--- config.mk ---
export PLATFORM = sky130hd
export DESIGN_NAME = sepc_top
export DESIGN_NICKNAME = d
export VERILOG_FILES = /design/src/rtl/sepc_pkg.sv /design/src/rtl/sepc_link_if.sv /design/src/rtl/sepc_in_sync.sv /design/src/rtl/sepc_top.sv
export SDC_FILE = /design/constraint.sdc
export NUM_CORES = 1
export LEC_CHECK = 0
export BUFFER_PORTS_ARGS = -buffer_cell sky130_fd_sc_hd__buf_4
export CORE_MARGIN = 3
export CORE_UTILIZATION = 61
export DETAILED_ROUTE_END_ITERATION = 8
export PLACE_DENSITY = 0.85
export SLEW_MARGIN = 20
export SYNTH_ARGS = -nofsm -noshare
export SYNTH_HDL_FRONTEND = slang
export SYNTH_SLANG_ARGS = --single-unit
export TNS_END_PERCENT = 10
--- constraint.sdc ---
create_clock -name i_core_clk -period 2.3 [get_ports i_core_clk]
set_clock_uncertainty 0.2 [all_clocks]
set_input_delay 0 -clock i_core_clk [delete_from_list [all_inputs] [get_ports i_core_clk]]
set_output_delay 0 -clock i_core_clk [all_outputs]
set_load 0.01 [all_outputs]
--- src/rtl/sepc_pkg.sv ---
// Shared constants and types for the serial EEPROM pause and power-up control.
// Assumes a single core clock that samples every serial pin.
package sepc_pkg;

    localparam int unsigned CORE_CLK_MHZ = 50;
    localparam int unsigned WR_CYCLE_US  = 5;

    localparam logic [7:0] OP_WR_EN   = 8'h06;
    localparam logic [7:0] OP_WR_DIS  = 8'h04;
    localparam logic [7:0] OP_STAT_RD = 8'h05;
    localparam logic [7:0] OP_STAT_WR = 8'h01;
    localparam logic [7:0] OP_READ    = 8'h03;
    localparam logic [7:0] OP_WRITE   = 8'h02;

    localparam int unsigned STAT_BUSY_BIT = 0;
    localparam int unsigned STAT_WEL_BIT  = 1;
    localparam logic [7:0]  STAT_WR_MASK  = 8'hDC;
    localparam logic [7:0]  STAT_RST      = 8'h00;

    localparam logic [2:0] BIT_FIRST       = 3'h0;
    localparam logic [2:0] BYTE_MSB        = 3'h7;
    localparam logic [2:0] BYTES_CMD       = 3'h1;
    localparam logic [2:0] BYTES_WRSR      = 3'h2;
    localparam logic [2:0] BYTES_WRITE_MIN = 3'h4;
    localparam logic [2:0] BYTES_SAT       = 3'h7;

    // Synchroniser bit order is {cs_n, hold_n, sck, si}; idle pins are deselected.
    localparam int unsigned SYNC_W   = 4;
    localparam logic [3:0]  SYNC_RST = 4'hC;

    typedef enum logic [2:0] {
        PH_OPCODE,
        PH_WR_EN,
        PH_WR_DIS,
        PH_STAT_OUT,
        PH_READ_OUT,
        PH_WRITE,
        PH_STAT_WR,
        PH_IGNORE
    } sepc_phase_t;

endpackage

--- src/rtl/sepc_link_if.sv ---
// Carries the synchronised serial pins and clock edges to the control logic.
// Assumes every signal is already in the core clock domain.
interface sepc_link_if;
    logic sck_rise;
    logic sck_fall;
    logic cs_n;
    logic hold_n;
    logic si;

    modport src (output sck_rise, output sck_fall, output cs_n, output hold_n, output si);
    modport dst (input sck_rise, input sck_fall, input cs_n, input hold_n, input si);
endinterface

--- src/rtl/sepc_in_sync.sv ---
// Two-stage synchronisers for the serial pins and serial clock edge detection.
// Assumes pins are asynchronous to i_core_clk and the serial clock is much slower.
module sepc_in_sync
    import sepc_pkg::*;
(
    input  wire logic  i_core_clk,
    input  wire logic  i_rst,
    input  wire logic  i_sck,
    input  wire logic  i_cs_n,
    input  wire logic  i_si,
    input  wire logic  i_hold_n,
    sepc_link_if.src   link
);
    logic [SYNC_W-1:0] raw;
    logic [SYNC_W-1:0] meta_q;
    logic [SYNC_W-1:0] sync_q;
    logic              sck_prev_q;

    assign raw = {i_cs_n, i_hold_n, i_sck, i_si};

    for (genvar g = 0; g < SYNC_W; g++) begin : g_sync
        always_ff @(posedge i_core_clk or posedge i_rst) begin
            if (i_rst) begin
                meta_q[g] <= SYNC_RST[g];
                sync_q[g] <= SYNC_RST[g];
            end else begin
                meta_q[g] <= raw[g];
                sync_q[g] <= meta_q[g];
            end
        end
    end

    always_ff @(posedge i_core_clk or posedge i_rst) begin
        if (i_rst) begin
            sck_prev_q <= 1'b0;
        end else begin
            sck_prev_q <= sync_q[1];
        end
    end

    assign link.cs_n     = sync_q[3];
    assign link.hold_n   = sync_q[2];
    assign link.si       = sync_q[0];
    assign link.sck_rise = sync_q[1] & ~sck_prev_q;
    assign link.sck_fall = ~sync_q[1] & sck_prev_q;

endmodule // sepc_in_sync

--- src/rtl/sepc_top.sv ---
// Serial EEPROM command front end: pause handling, power-up state, write cycle gating.
// Assumes a mode 0 host on the serial pins; the memory array sits outside this block.
//
// Contract
// - Paused: output released, input ignored.
// - Power reset clears all state into standby.
// - Latch clear after power-up; writes refused.
// - Completed write cycle clears the write latch.
// - Write cycle starts only on select release.
// - Array accesses ignored while write cycle runs.
// - Unknown opcode: no action, output stays released.
// - During write cycle only status read accepted.
// - Write enable command sets latch and bit.
// - Busy status bit high while cycle runs.
module sepc_top
    import sepc_pkg::*;
#(
    parameter int unsigned WR_CYCLE_CYC = WR_CYCLE_US * CORE_CLK_MHZ
) (
    input  wire logic       i_core_clk,
    input  wire logic       i_rst,
    input  wire logic       i_sck,
    input  wire logic       i_cs_n,
    input  wire logic       i_si,
    input  wire logic       i_hold_n,
    input  wire logic [7:0] i_rd_data,
    output logic            o_so,
    output logic            o_so_oe,
    output logic            o_write_start,
    output logic            o_wel,
    output logic            o_busy
);
    sepc_link_if link ();

    sepc_in_sync u_sync (
        .i_core_clk (i_core_clk),
        .i_rst      (i_rst),
        .i_sck      (i_sck),
        .i_cs_n     (i_cs_n),
        .i_si       (i_si),
        .i_hold_n   (i_hold_n),
        .link       (link)
    );

    sepc_phase_t phase_q;
    logic [2:0]  bit_q;
    logic [2:0]  bytes_q;
    logic [7:0]  shin_q;
    logic [2:0]  out_cnt_q;
    logic        so_q;
    logic        drive_q;
    logic        cs_prev_q;
    logic        wel_q;
    logic        busy_q;
    logic [31:0] wc_cnt_q;
    logic [7:0]  stat_q;
    logic        start_q;

    // Command decode; writes need the latch and a busy device takes status reads only.
    function automatic sepc_phase_t decode_op(input logic [7:0] op, input logic busy,
                                              input logic write_enable_latch);
        sepc_phase_t ph;
        ph = PH_IGNORE;
        if (!busy || op == OP_STAT_RD) begin
            unique case (op)
                OP_WR_EN:   ph = PH_WR_EN;
                OP_WR_DIS:  ph = PH_WR_DIS;
                OP_STAT_RD: ph = PH_STAT_OUT;
                OP_READ:    ph = PH_READ_OUT;
                OP_WRITE:   ph = write_enable_latch ? PH_WRITE : PH_IGNORE;
                OP_STAT_WR: ph = write_enable_latch ? PH_STAT_WR : PH_IGNORE;
                default:    ph = PH_IGNORE;
            endcase
        end
        return ph;
    endfunction

    wire       sel       = ~link.cs_n;
    wire       paused    = sel & ~link.hold_n;
    wire       act_rise  = sel & link.hold_n & link.sck_rise;
    wire       act_fall  = sel & link.hold_n & link.sck_fall;
    wire       cs_rise   = link.cs_n & ~cs_prev_q;
    wire       byte_done = act_rise & (bit_q == BYTE_MSB);
    wire [7:0] opcode    = {shin_q[6:0], link.si};
    wire       aligned   = (bit_q == BIT_FIRST);
    wire       out_phase = (phase_q == PH_STAT_OUT) | (phase_q == PH_READ_OUT);
    wire       wc_done   = busy_q & (wc_cnt_q == WR_CYCLE_CYC - 32'h1);

    wire arm_write = (phase_q == PH_WRITE) & aligned & (bytes_q >= BYTES_WRITE_MIN);
    wire arm_wrsr  = (phase_q == PH_STAT_WR) & aligned & (bytes_q == BYTES_WRSR);
    wire write_enable_command_ok   = (phase_q == PH_WR_EN) & aligned & (bytes_q == BYTES_CMD);
    wire wrdi_ok   = (phase_q == PH_WR_DIS) & aligned & (bytes_q == BYTES_CMD);
    wire start_wc  = cs_rise & (arm_write | arm_wrsr);

    logic [7:0] stat_byte;
    always_comb begin
        stat_byte = stat_q;
        stat_byte[STAT_WEL_BIT]  = wel_q;
        stat_byte[STAT_BUSY_BIT] = busy_q;
    end

    wire [7:0] out_byte = (phase_q == PH_STAT_OUT) ? stat_byte : i_rd_data;

    // Input side: only advances on active clock edges, so a pause holds everything.
    always_ff @(posedge i_core_clk or posedge i_rst) begin
        if (i_rst) begin
            phase_q <= PH_OPCODE;
            bit_q   <= BIT_FIRST;
            bytes_q <= BIT_FIRST;
            shin_q  <= STAT_RST;
        end else if (!sel) begin
            phase_q <= PH_OPCODE;
            bit_q   <= BIT_FIRST;
            bytes_q <= BIT_FIRST;
        end else if (act_rise) begin
            shin_q <= opcode;
            bit_q  <= bit_q + 3'h1;
            if (byte_done && bytes_q != BYTES_SAT) begin
                bytes_q <= bytes_q + 3'h1;
            end
            if (byte_done && phase_q == PH_OPCODE) begin
                phase_q <= decode_op(opcode, busy_q, wel_q);
            end
        end
    end

    // Output side: the first bit leaves on the falling edge after the opcode.
    always_ff @(posedge i_core_clk or posedge i_rst) begin
        if (i_rst) begin
            out_cnt_q <= BIT_FIRST;
            so_q      <= 1'b0;
            drive_q   <= 1'b0;
        end else if (!sel) begin
            out_cnt_q <= BIT_FIRST;
            drive_q   <= 1'b0;
        end else if (act_fall && out_phase) begin
            so_q      <= out_byte[BYTE_MSB - out_cnt_q];
            out_cnt_q <= out_cnt_q + 3'h1;
            drive_q   <= 1'b1;
        end
    end

    // The internal cycle and the latch live apart from selection state.
    always_ff @(posedge i_core_clk or posedge i_rst) begin
        if (i_rst) begin
            cs_prev_q <= 1'b1;
            wel_q     <= 1'b0;
            busy_q    <= 1'b0;
            wc_cnt_q  <= 32'h0;
            stat_q    <= STAT_RST;
            start_q   <= 1'b0;
        end else begin
            cs_prev_q <= link.cs_n;
            start_q   <= start_wc;
            if (start_wc) begin
                busy_q   <= 1'b1;
                wc_cnt_q <= 32'h0;
                if (arm_wrsr) begin
                    stat_q <= shin_q & STAT_WR_MASK;
                end
            end else if (wc_done) begin
                busy_q <= 1'b0;
            end else if (busy_q) begin
                wc_cnt_q <= wc_cnt_q + 32'h1;
            end
            if (wc_done || (cs_rise && wrdi_ok)) begin
                wel_q <= 1'b0;
            end else if (cs_rise && write_enable_command_ok) begin
                wel_q <= 1'b1;
            end
        end
    end

    // A pause releases the pin at once instead of waiting for a clock edge.
    assign o_so          = so_q;
    assign o_so_oe       = drive_q & sel & link.hold_n & out_phase;
    assign o_write_start = start_q;
    assign o_wel         = wel_q;
    assign o_busy        = busy_q;
endmodule // sepc_top

==> results of run 1 <==
-- registers in the layout (all words and copies together), names as in the netlist, 3 cells and up --
signal / count
wc_cnt_q: 32
shin_q: 8
stat_q: 5
u_sync.meta_q: 4
bit_q: 3
bytes_q: 3
out_cnt_q: 3
phase_q: 3
-- power groups by stage --
stage | sequential [mW] | combinational, mW | clock [mW]
2_1_floorplan | 1.36 | 0.104 | 0
3_3_place_gp | 1.38 | 0.140 | 0
3_5_place_dp | 1.38 | 0.146 | 0
4_1_cts | 1.36 | 0.157 | 1.02
5_1_grt | 1.36 | 0.170 | 1.08
6_report | 1.36 | 0.153 | 1.00
-- routing by layer --
layer  vias up  wire length [um]  global-route usage, %
met2        74              3257                  35.98
met3        14               331                  5.531
li1       1233                 -                      -
met1      1256              2990                  28.94
met4         0               153                  10.46
met5         -                 0                      0
-- final cells by class --
type                       instances  share of cell area, %
clock inverter                     2                 0.9239
tap                               72                  2.217
timing repair buffer              31                  6.468
clock buffer                      14                  4.004
multi-input combinational        233                  40.22
sequential                        72                  44.50
inverter                          18                  1.663
-- repair_timing --
| item | in CTS | in global routing |
|---|---|---|
| endpoints found under the hold margin | 77 | 0 |
| gates resized for setup | 0 | 1 |
| endpoints found under the setup margin | 0 | 2 |
| hold buffers | 7 | 0 |
-- cells by family after synthesis --
| group | Yosys count | synth area share, % |
|---|---|---|
| simple gates | 144 | 22.81 |
| xor+xnor | 30 | 7.335 |
| buf+inv | 35 | 4.191 |
| compound gates | 31 | 5.484 |
| mux | 18 | 6.217 |
| flops | 72 | 50.47 |
| fa+ha+maj | 10 | 3.493 |
-- placed cells by master, fill, tap and decap left out, types with 4 or more instances in the layout --
cell type      synthesis  final
nor3_1                11     11
buf_4                  3     23
dfrtp_1               67     67
and4_1                 5      5
nand4_1                9      9
xor2_1                18     18
o21ai_0               12     12
nand3_1               18     18
nor4_1                 9      9
mux2_2                14     14
xnor2_1               12     12
and3_1                 4      4
a21oi_1                7      6
dfstp_2                5      5
clkbuf_8               0     11
nand2_1               21     21
or3_1                  4      4
dlygate4sd3_1          0      7
nor2_1                39     39
ha_1                  10     10
inv_1                 18     17
-- critical path, delay by kind of cell, from the launching register on --
kind / cells / cell delay, ns
and+or+nand+nor: 3 / 0.88
DFF: 1 / 0.56
AOI/OAI and AO/OA: 2 / 0.37
-- per-stage QoR --
step	setup slack, ns	hold WS, ns
2_1_floorplan	0.2834	-0.1955
3_3_place_gp	0.1735	-0.09144
3_5_place_dp	0.1711	-0.08971
4_1_cts	0.1099	0.001375
5_1_grt	0.1270	0.03977
6_report	0.2276	0.03566
-- how the worst max path moves through the flow --
stage | to
floorplan | bit_q[0]
global placement | wc_cnt_q[1]
detailed placement | wc_cnt_q[1]
CTS | wc_cnt_q[1]
global route | wc_cnt_q[1]
finish | o_so
==> results.yml, run 1 <==
grt:
  grt_use_total_pct: 22.51
  grt_max_degree: 73
  grt_pass1_vias: 2510
  gr-total-overflow: 0
  grt_antenna_before_repair: 0
  grt_pass1_wl_um: 11450
power_and_ir_drop:
  power_frac_seq_pct: 54.0
  p_leak_nw: 1.881
  combPwrFrac_pct: 6.1
  switchingPower_mw: 0.5587
  ir_drop_uv: 396.8
  clockPowerShare_pct: 39.9
  switching_share_pct: 22.21
  power_density_nw_per_um2: 619.1
  fin_total_pwr_mw: 2.515
  intPower_mw: 1.956
clock_network:
  clkLatencyLatePin_ns: 0.34
  postCtsSetupRepairBufs: 0
  h-tree-depth: 3
  clk_path_buf_depth: 2
  cts_tree: "done"
  cts_buffers: 9
  cts_sinks: 72
  clockRootBuffer: "clkbuf_8"
  cts.clk_slew.worst_paths_ns: 0.07
yosys:
  synthCells: 340
  seq_area_frac_synth_pct: 50.47
  synth_ff_type: "dfrtp_1"
  synth_seq_cells: 72
  synth.area.top_cells: "dfrtp_1 47%, mux2_2 4.4%, xor2_1 4.4%"
  netlist.area_leader.share_pct: 46.80
  synth.distinct_cells: 50
  async_reset_ff_share_pct: 100.0
  avgSynthCellArea_um2: 10.54
  synth_edf_count: 0
  synth_area_um2: 3582
  synth_top_cell_by_area: "dfrtp_1"
  synth_common_cells: "67 x dfrtp_1, 39 x nor2_1, 21 x nand2_1"
  yosysWarnings: 0
  synth_nets: 364
  yosysMostFrequentCell: "dfrtp_1"
setup_path:
  worstSetupPathType: "flop to flop"
  reg2reg_to: "o_so"
  endpoint_kind: "flop"
  r2r_start: "u_sync.link.hold_n"
  critPathLaunch: "u_sync.link.hold_n"
  start_kind: "flop"
  worstPathArrival_ns: 2.15
  rr_worst_depth: 5
  slowest_delay_ns: 0.56
  reg2reg_slack_ns: 0.23
  path_cells: "nor4bb_1 -> o21ai_2 -> nor4_1 -> o211ai_1 -> nand3_1"
  worstPathRequired_ns: 2.38
  slowest_stage: "dfstp_2"
  cp_max_fo: 7
place:
  dp_hpwl_um: 4691
  portBuffers: 18
  dp.cells: 419
  routabilityCongestion: 0.7935
  postPlaceCellArea_um2: 3786
floorplanning:
  die_w_um: 82.63
  die-height_um: 82.63
  io_pins: 19
  die_area_um2: 6828
  initial_core_util_pct: 63.88
  coreArea_um2: 5608
  std_cell_rows: 27
detailed_routing:
  routed_wl_um: 6732
  drt_iter0_markers: 141
  wl_per_cell_um: 15.23
  ant_nets: 0
  post_drt_via_cell_ratio: 5.830
  drc_errors: 0
  via_count: 2577
  dr.pass1.iters: 4
layout:
  multiInputGateArea_um2: 1634
  nNetsFinal: 389
  final_core_utilization_pct: 72.45
  fin_cells: 442
  antennaDiodeCount: 0
  fillerInstances: 388
  areaGrowthSynthToFinish_pct: 13.41
  drive_gt1_share_pct: 20.27
  register_area_um2: 1808
  finalInstanceArea_um2: 4063
sta:
  final_hold_viol_count: 0
  timing.fmax_mhz: 482.5
  final_max_slew_viol_count: 0
  min_period_ns: 2.072
  setup_tns_ns: 0
  relSlewSlack_pct: 64.61
  finalCritPeriodShare_pct: 90.11
  setup_viol: 0
  rsz0062_at_grt: "no"
  worst_pin_slew_ns: 0.5237
worst_hold_path:
  hold_depth: 5
  hold_path_startpoint: "i_rd_data[4]"
  min_delay_worst_endpoint: "o_so"
  holdCritPathClass: "primary input to flop"
outcome:
  outcome: "finished clean"
flow_run:
  maxCapViolCount: 0
Note: power is estimated with default switching activity, not from simulation.
==> run 2: changes to the inputs <==
--- a/config.mk
+++ b/config.mk
@@ -8,8 +8,9 @@
 export BUFFER_PORTS_ARGS = -buffer_cell sky130_fd_sc_hd__buf_4
 export CORE_MARGIN = 3
 export CORE_UTILIZATION = 61
+export CTS_BUF_LIST = sky130_fd_sc_hd__clkbuf_16
 export DETAILED_ROUTE_END_ITERATION = 8
-export PLACE_DENSITY = 0.85
+export PLACE_DENSITY = 0.87
 export SLEW_MARGIN = 20
 export SYNTH_ARGS = -nofsm -noshare
 export SYNTH_HDL_FRONTEND = slang
==> run 2 against run 1 <==
Against the previous run:
- cell count unchanged
- total power increased by 10%
- sequential share of layout area decreased by 0.75 points
- global-route usage increased by 0.37 points
- non-clock buffer count unchanged
- cell area increased by 1.7%
- largest power group unchanged
- wire length increased by 1.1%
- setup slack got worse by 0.012 ns
- largest cell class unchanged
- critical path type unchanged
- combinational power increased by 4%
- critical path depth unchanged
==> results.yml, run 2 (same netlist as run 1, synthesis figures left out) <==
setup_path:
  endpoint_kind: "flop"
  critPathLaunch: "phase_q[0]"
  worstPathRequired_ns: 2.31
  r2r_start: "phase_q[0]"
  start_kind: "flop"
  worstSetupPathType: "flop to flop"
  cp_max_fo: 9
  worstPathArrival_ns: 2.09
detailed_routing:
  dr.pass1.iters: 4
  post_drt_via_cell_ratio: 5.860
  ant_nets: 0
  via_count: 2590
  drc_errors: 0
  drt_iter0_markers: 173
  routed_wl_um: 6803
  wl_per_cell_um: 15.39
place:
  dp_hpwl_um: 4584
  pre_cts_slack_ns: 0.1999
  postPlaceCellArea_um2: 3779
  dp.cells: 418
  portBuffers: 18
  routabilityCongestion: 0.8094
grt:
  grt_max_degree: 73
  grt_pass1_vias: 2560
  grt_pass1_wl_um: 11640
  grt_use_total_pct: 22.88
  grt_antenna_before_repair: 0
  gr-total-overflow: 0
clock_network:
  clk_path_buf_depth: 2
  cts_buffers: 9
  clkLatencyLatePin_ns: 0.33
  cts.clk_slew.worst_paths_ns: 0.06
  clockRootBuffer: "clkbuf_16"
  cts_tree: "done"
  cts_sinks: 72
  h-tree-depth: 3
  postCtsSetupRepairBufs: 0
  ctsResizeCount: 0
sta:
  relSlewSlack_pct: 69.83
  min_period_ns: 2.084
  rsz0062_at_grt: "no"
  setup_tns_ns: 0
  final_max_slew_viol_count: 0
  timing.fmax_mhz: 479.8
  hold_ws_ns: 0.04805
  setup_viol: 0
  worst_pin_slew_ns: 0.4465
  finalCritPeriodShare_pct: 90.62
  worst_slack_ns: 0.2157
  final_hold_viol_count: 0
power_and_ir_drop:
  power_density_nw_per_um2: 669.8
  ir_drop_uv: 491.4
  p_leak_nw: 1.904
floorplanning:
  std_cell_rows: 27
  initial_core_util_pct: 63.88
  die-height_um: 82.63
  io_pins: 19
  die_area_um2: 6828
  coreArea_um2: 5608
  die_w_um: 82.63
layout:
  areaGrowthSynthToFinish_pct: 15.37
  fin_cells: 442
  register_area_um2: 1808
  top_regs: "wc_cnt_q (32), shin_q (8), stat_q (5)"
  largest_register: "wc_cnt_q"
  mostFrequentLayoutCells: "67 x dfrtp_1, 39 x nor2_1, 22 x buf_4, 21 x nand2_1"
  mostFrequentLayoutCell: "dfrtp_1"
  drive_gt1_share_pct: 20.54
  nNetsFinal: 389
  fillerInstances: 396
  antennaDiodeCount: 0
  largest_reg_flops: 32
  multiInputGateArea_um2: 1628
  finalInstanceArea_um2: 4133
flow_run:
  maxCapViolCount: 0
worst_hold_path:
  holdCritPathClass: "primary input to flop"
  hold_path_startpoint: "i_rd_data[7]"
outcome:
  outcome: "finished clean"
==> run 2: cell types whose count changed in the layout (fill, tap and decap cells not counted), sizes merged <==
| cell | change |
|---|---|
| clkinv | +3 |
| clkbuf | -5 |
| buf | -1 |
| dlygate4sd3 | +1 |
| clkinvlp | +3 |
| bufinv | -1 |
==> run 2: repair_timing <==
item,CTS,global route
setup endpoints to repair,0,0
hold buffers,8,0
hold endpoints to repair,77,0
==> run 2: cell type report <==
class,count,area share (%)
clock buffer,9,5.450
clock inverter,7,1.181
inverter,18,1.635
multi-input combinational,233,39.39
sequential,72,43.75
tap,72,2.180
timing repair buffer,31,6.418
==> run 2: worst max-delay path, stage by stage, from the launching register on <==
cell and delay, ns:
dfrtp_1 0.52, and3b_1 0.38, mux4_2 0.57, o21ai_1 0.13, or3_1 0.11, nand3_1 0.06
==> run 2: final timing paths <==
path / end / depth (start not counted) / slack (ns)
worst max register to register: o_so / 5 / 0.22
min in group asynchronous: shin_q[3] / 4 / 0.12
worst max-delay path: o_so / 5 / 0.22
worst min-delay path: o_so / 5 / 0.05
worst min register to register: u_sync.sync_q[1] / 0 / 0.15
max in group asynchronous: u_sync.link.cs_n / 4 / 1.46
==> run 2: through the flow <==
step                utilization, %  total power [mW]
global route                 73.69             2.866
detailed placement           67.38             1.532
finish                       73.69             2.768
CTS                          73.69             2.788
global placement             67.38             1.521
floorplan                        -             1.469
==> run 2: routing by layer <==
layer / share of wire [%] / global-route usage (%) / wire (um) / vias to the layer above
met3: 3.1 / 4.230 / 210 / 14
met1: 46 / 29.68 / 3104 / 1286
met5: 0 / 0 / 0 / -
met4: 2.1 / 11.76 / 146 / 0
li1: - / - / - / 1233
met2: 49 / 36.78 / 3342 / 57
==> run 2: where the power goes <==
group | total [mW] | switching (mW) | internal, mW
registers | 1.36 | 0.0475 | 1.31
clock network | 1.25 | 0.522 | 0.726
logic | 0.159 | 0.0753 | 0.0839
total | 2.77 | 0.645 | 2.12
==> run 3: changes to the inputs <==
--- a/config.mk
+++ b/config.mk
@@ -5,12 +5,13 @@
 export SDC_FILE = /design/constraint.sdc
 export NUM_CORES = 1
 export LEC_CHECK = 0
+export ABC_CLOCK_PERIOD_IN_PS = 2300
 export BUFFER_PORTS_ARGS = -buffer_cell sky130_fd_sc_hd__buf_4
 export CORE_MARGIN = 3
-export CORE_UTILIZATION = 61
+export CORE_UTILIZATION = 50
 export CTS_BUF_LIST = sky130_fd_sc_hd__clkbuf_16
 export DETAILED_ROUTE_END_ITERATION = 8
-export PLACE_DENSITY = 0.87
+export PLACE_DENSITY = 0.74
 export SLEW_MARGIN = 20
 export SYNTH_ARGS = -nofsm -noshare
 export SYNTH_HDL_FRONTEND = slang
==> run 3 against run 2 <==
Against the previous run:
- sequential share of layout area decreased by 0.86 points
- sequential power about the same
- core utilization decreased by 12 points
- worst hold slack got worse by 0.041 ns
- cell area increased by 2.0%
- die area increased by 20%
- count of clock-buffer cells in the layout unchanged
- fmax increased by 3.9%
- highest routed layer unchanged
- total power increased by 8.4%
- non-clock buffer count increased by 1
==> results.yml, run 3 (same netlist as run 1, synthesis figures left out) <==
clock_network:
  clockRootBuffer: "clkbuf_16"
  ctsResizeCount: 0
  h-tree-depth: 3
  clkLatencyLatePin_ns: 0.33
  cts_sinks: 72
  cts.clk_slew.worst_paths_ns: 0.06
  clk_path_buf_depth: 2
  cts_buffers: 9
  cts_tree: "done"
sta:
  timing.fmax_mhz: 498.6
  setup_viol: 0
  min_period_ns: 2.006
  rsz0062_at_grt: "no"
  setup_tns_ns: 0
  worst_pin_slew_ns: 0.4065
  finalCritPeriodShare_pct: 87.21
  hold_ws_ns: 0.006572
  final_hold_viol_count: 0
  worst_slack_ns: 0.2942
  relSlewSlack_pct: 72.53
  final_max_slew_viol_count: 0
grt:
  grt_antenna_before_repair: 0
  grt_pass1_vias: 2594
  grt_pass1_wl_um: 12170
  gr-total-overflow: 0
  grt_use_total_pct: 18.15
  grt_max_degree: 37
setup_path:
  rr_worst_depth: 5
  path_cells: "and3b_1 -> mux4_2 -> o21ai_1 -> or3_1 -> nand3_1"
  cp_num_buf_inv: 0
  cpLargestDelayFamily: "multiplexers"
  start_kind: "flop"
  reg2reg_to: "o_so"
  slowest_stage: "mux4_2"
  slowest_delay_ns: 0.55
  worstPathArrival_ns: 2.02
  worstPathRequired_ns: 2.31
  r2r_start: "phase_q[1]"
  worstSetupPathType: "flop to flop"
  endpoint_kind: "flop"
  cp_max_fo: 8
  reg2reg_slack_ns: 0.29
place:
  postPlaceCellArea_um2: 3816
  portBuffers: 18
  routabilityCongestion: 0.8156
  dp_hpwl_um: 4627
  pre_cts_slack_ns: 0.2720
detailed_routing:
  post_drt_via_cell_ratio: 5.400
  dr.pass1.iters: 4
  via_count: 2522
  drt_iter0_markers: 130
  routed_wl_um: 6652
  wl_per_cell_um: 14.24
  drc_errors: 0
  ant_nets: 0
layout:
  top_regs: "wc_cnt_q (32), shin_q (8), stat_q (5)"
  final_core_utilization_pct: 61.37
  nNetsFinal: 390
  largest_reg_flops: 32
  mostFrequentLayoutCell: "dfrtp_1"
  largest_register: "wc_cnt_q"
  finalInstanceArea_um2: 4215
  areaGrowthSynthToFinish_pct: 17.67
  drive_gt1_share_pct: 20.49
  antennaDiodeCount: 0
  mostFrequentLayoutCells: "67 x dfrtp_1, 39 x nor2_1, 23 x buf_4, 21 x nand2_1"
floorplanning:
  die_area_um2: 8216
  io_pins: 19
  coreArea_um2: 6869
  die-height_um: 90.64
  initial_core_util_pct: 52.15
  std_cell_rows: 30
  die_w_um: 90.64
worst_hold_path:
  hold_path_startpoint: "i_rd_data[4]"
  holdCritPathClass: "primary input to flop"
  hold_depth: 5
  min_delay_worst_endpoint: "o_so"
flow_run:
  maxCapViolCount: 0
power_and_ir_drop:
  p_leak_nw: 1.943
  power_density_nw_per_um2: 712.2
  ir_drop_uv: 491.6
outcome:
  outcome: "finished clean"
run 3: cell types whose count changed in the layout (fill, tap and decap cells not counted):
cell        previous run  this run
bufinv_16              0         2
buf_4                 22        23
clkinv_2               2         1
clkinvlp_4             4         1
inv_6                  0         2
clkinv_4               1         0
inv_1                 17        18
run 3: worst max-delay path by stage:
stage	endpoint	depth (start not counted)	startpoint	slack, ns
after detailed placement	wc_cnt_q[1]	7	wc_cnt_q[1]	0.27
after global routing	wc_cnt_q[1]	7	wc_cnt_q[1]	0.1
after floorplan	bit_q[0]	1	i_rst	0.28
final	o_so	5	phase_q[1]	0.29
after CTS	wc_cnt_q[1]	7	wc_cnt_q[1]	0.27
after global placement	o_so	5	phase_q[0]	0.31
run 3: worst reg2reg max path: cells and delay by family, from the launching register on:
family             cells  cell delay (ns)
AOI/OAI and AO/OA      1             0.13
DFF                    1             0.47
and+or+nand+nor        3             0.54
muxes                  1             0.55
run 3: layout make-up:
class,instances,area (um^2)
clock buffers,9,225.2
well taps,96,120.1
flip-flops and latches,72,1808
multi-input cells,233,1628
inverters,18,67.56
fillers,577,2654
repair buffers,32,272.8
clock inverters,7,93.84
run 3: power by group:
group	internal [mW]	switching (mW)
logic	0.0847	0.0676
registers	1.31	0.0478
clock network	0.951	0.538
run 3: per-stage QoR:
step / cells / power, mW
floorplan: 340 / 1.469
global placement: 443 / 1.520
detailed placement: 443 / 1.526
CTS: 467 / 3.034
global route: 467 / 3.127
finish: 467 / 3.002
run 3: repair_timing:
action / in CTS / in global routing
hold endpoints to repair: 72 / 0
hold buffers: 8 / 0
buffers inserted: 0 / 0
run 3: routing by layer:
layer | GRT usage (%) | vias up | part of all wire [%]
li1 | - | 1241 | -
met1 | 24.00 | 1233 | 46
met2 | 29.22 | 39 | 49
met3 | 4.917 | 9 | 3.4
met4 | 5.485 | 0 | 1.5
met5 | 0 | - | 0
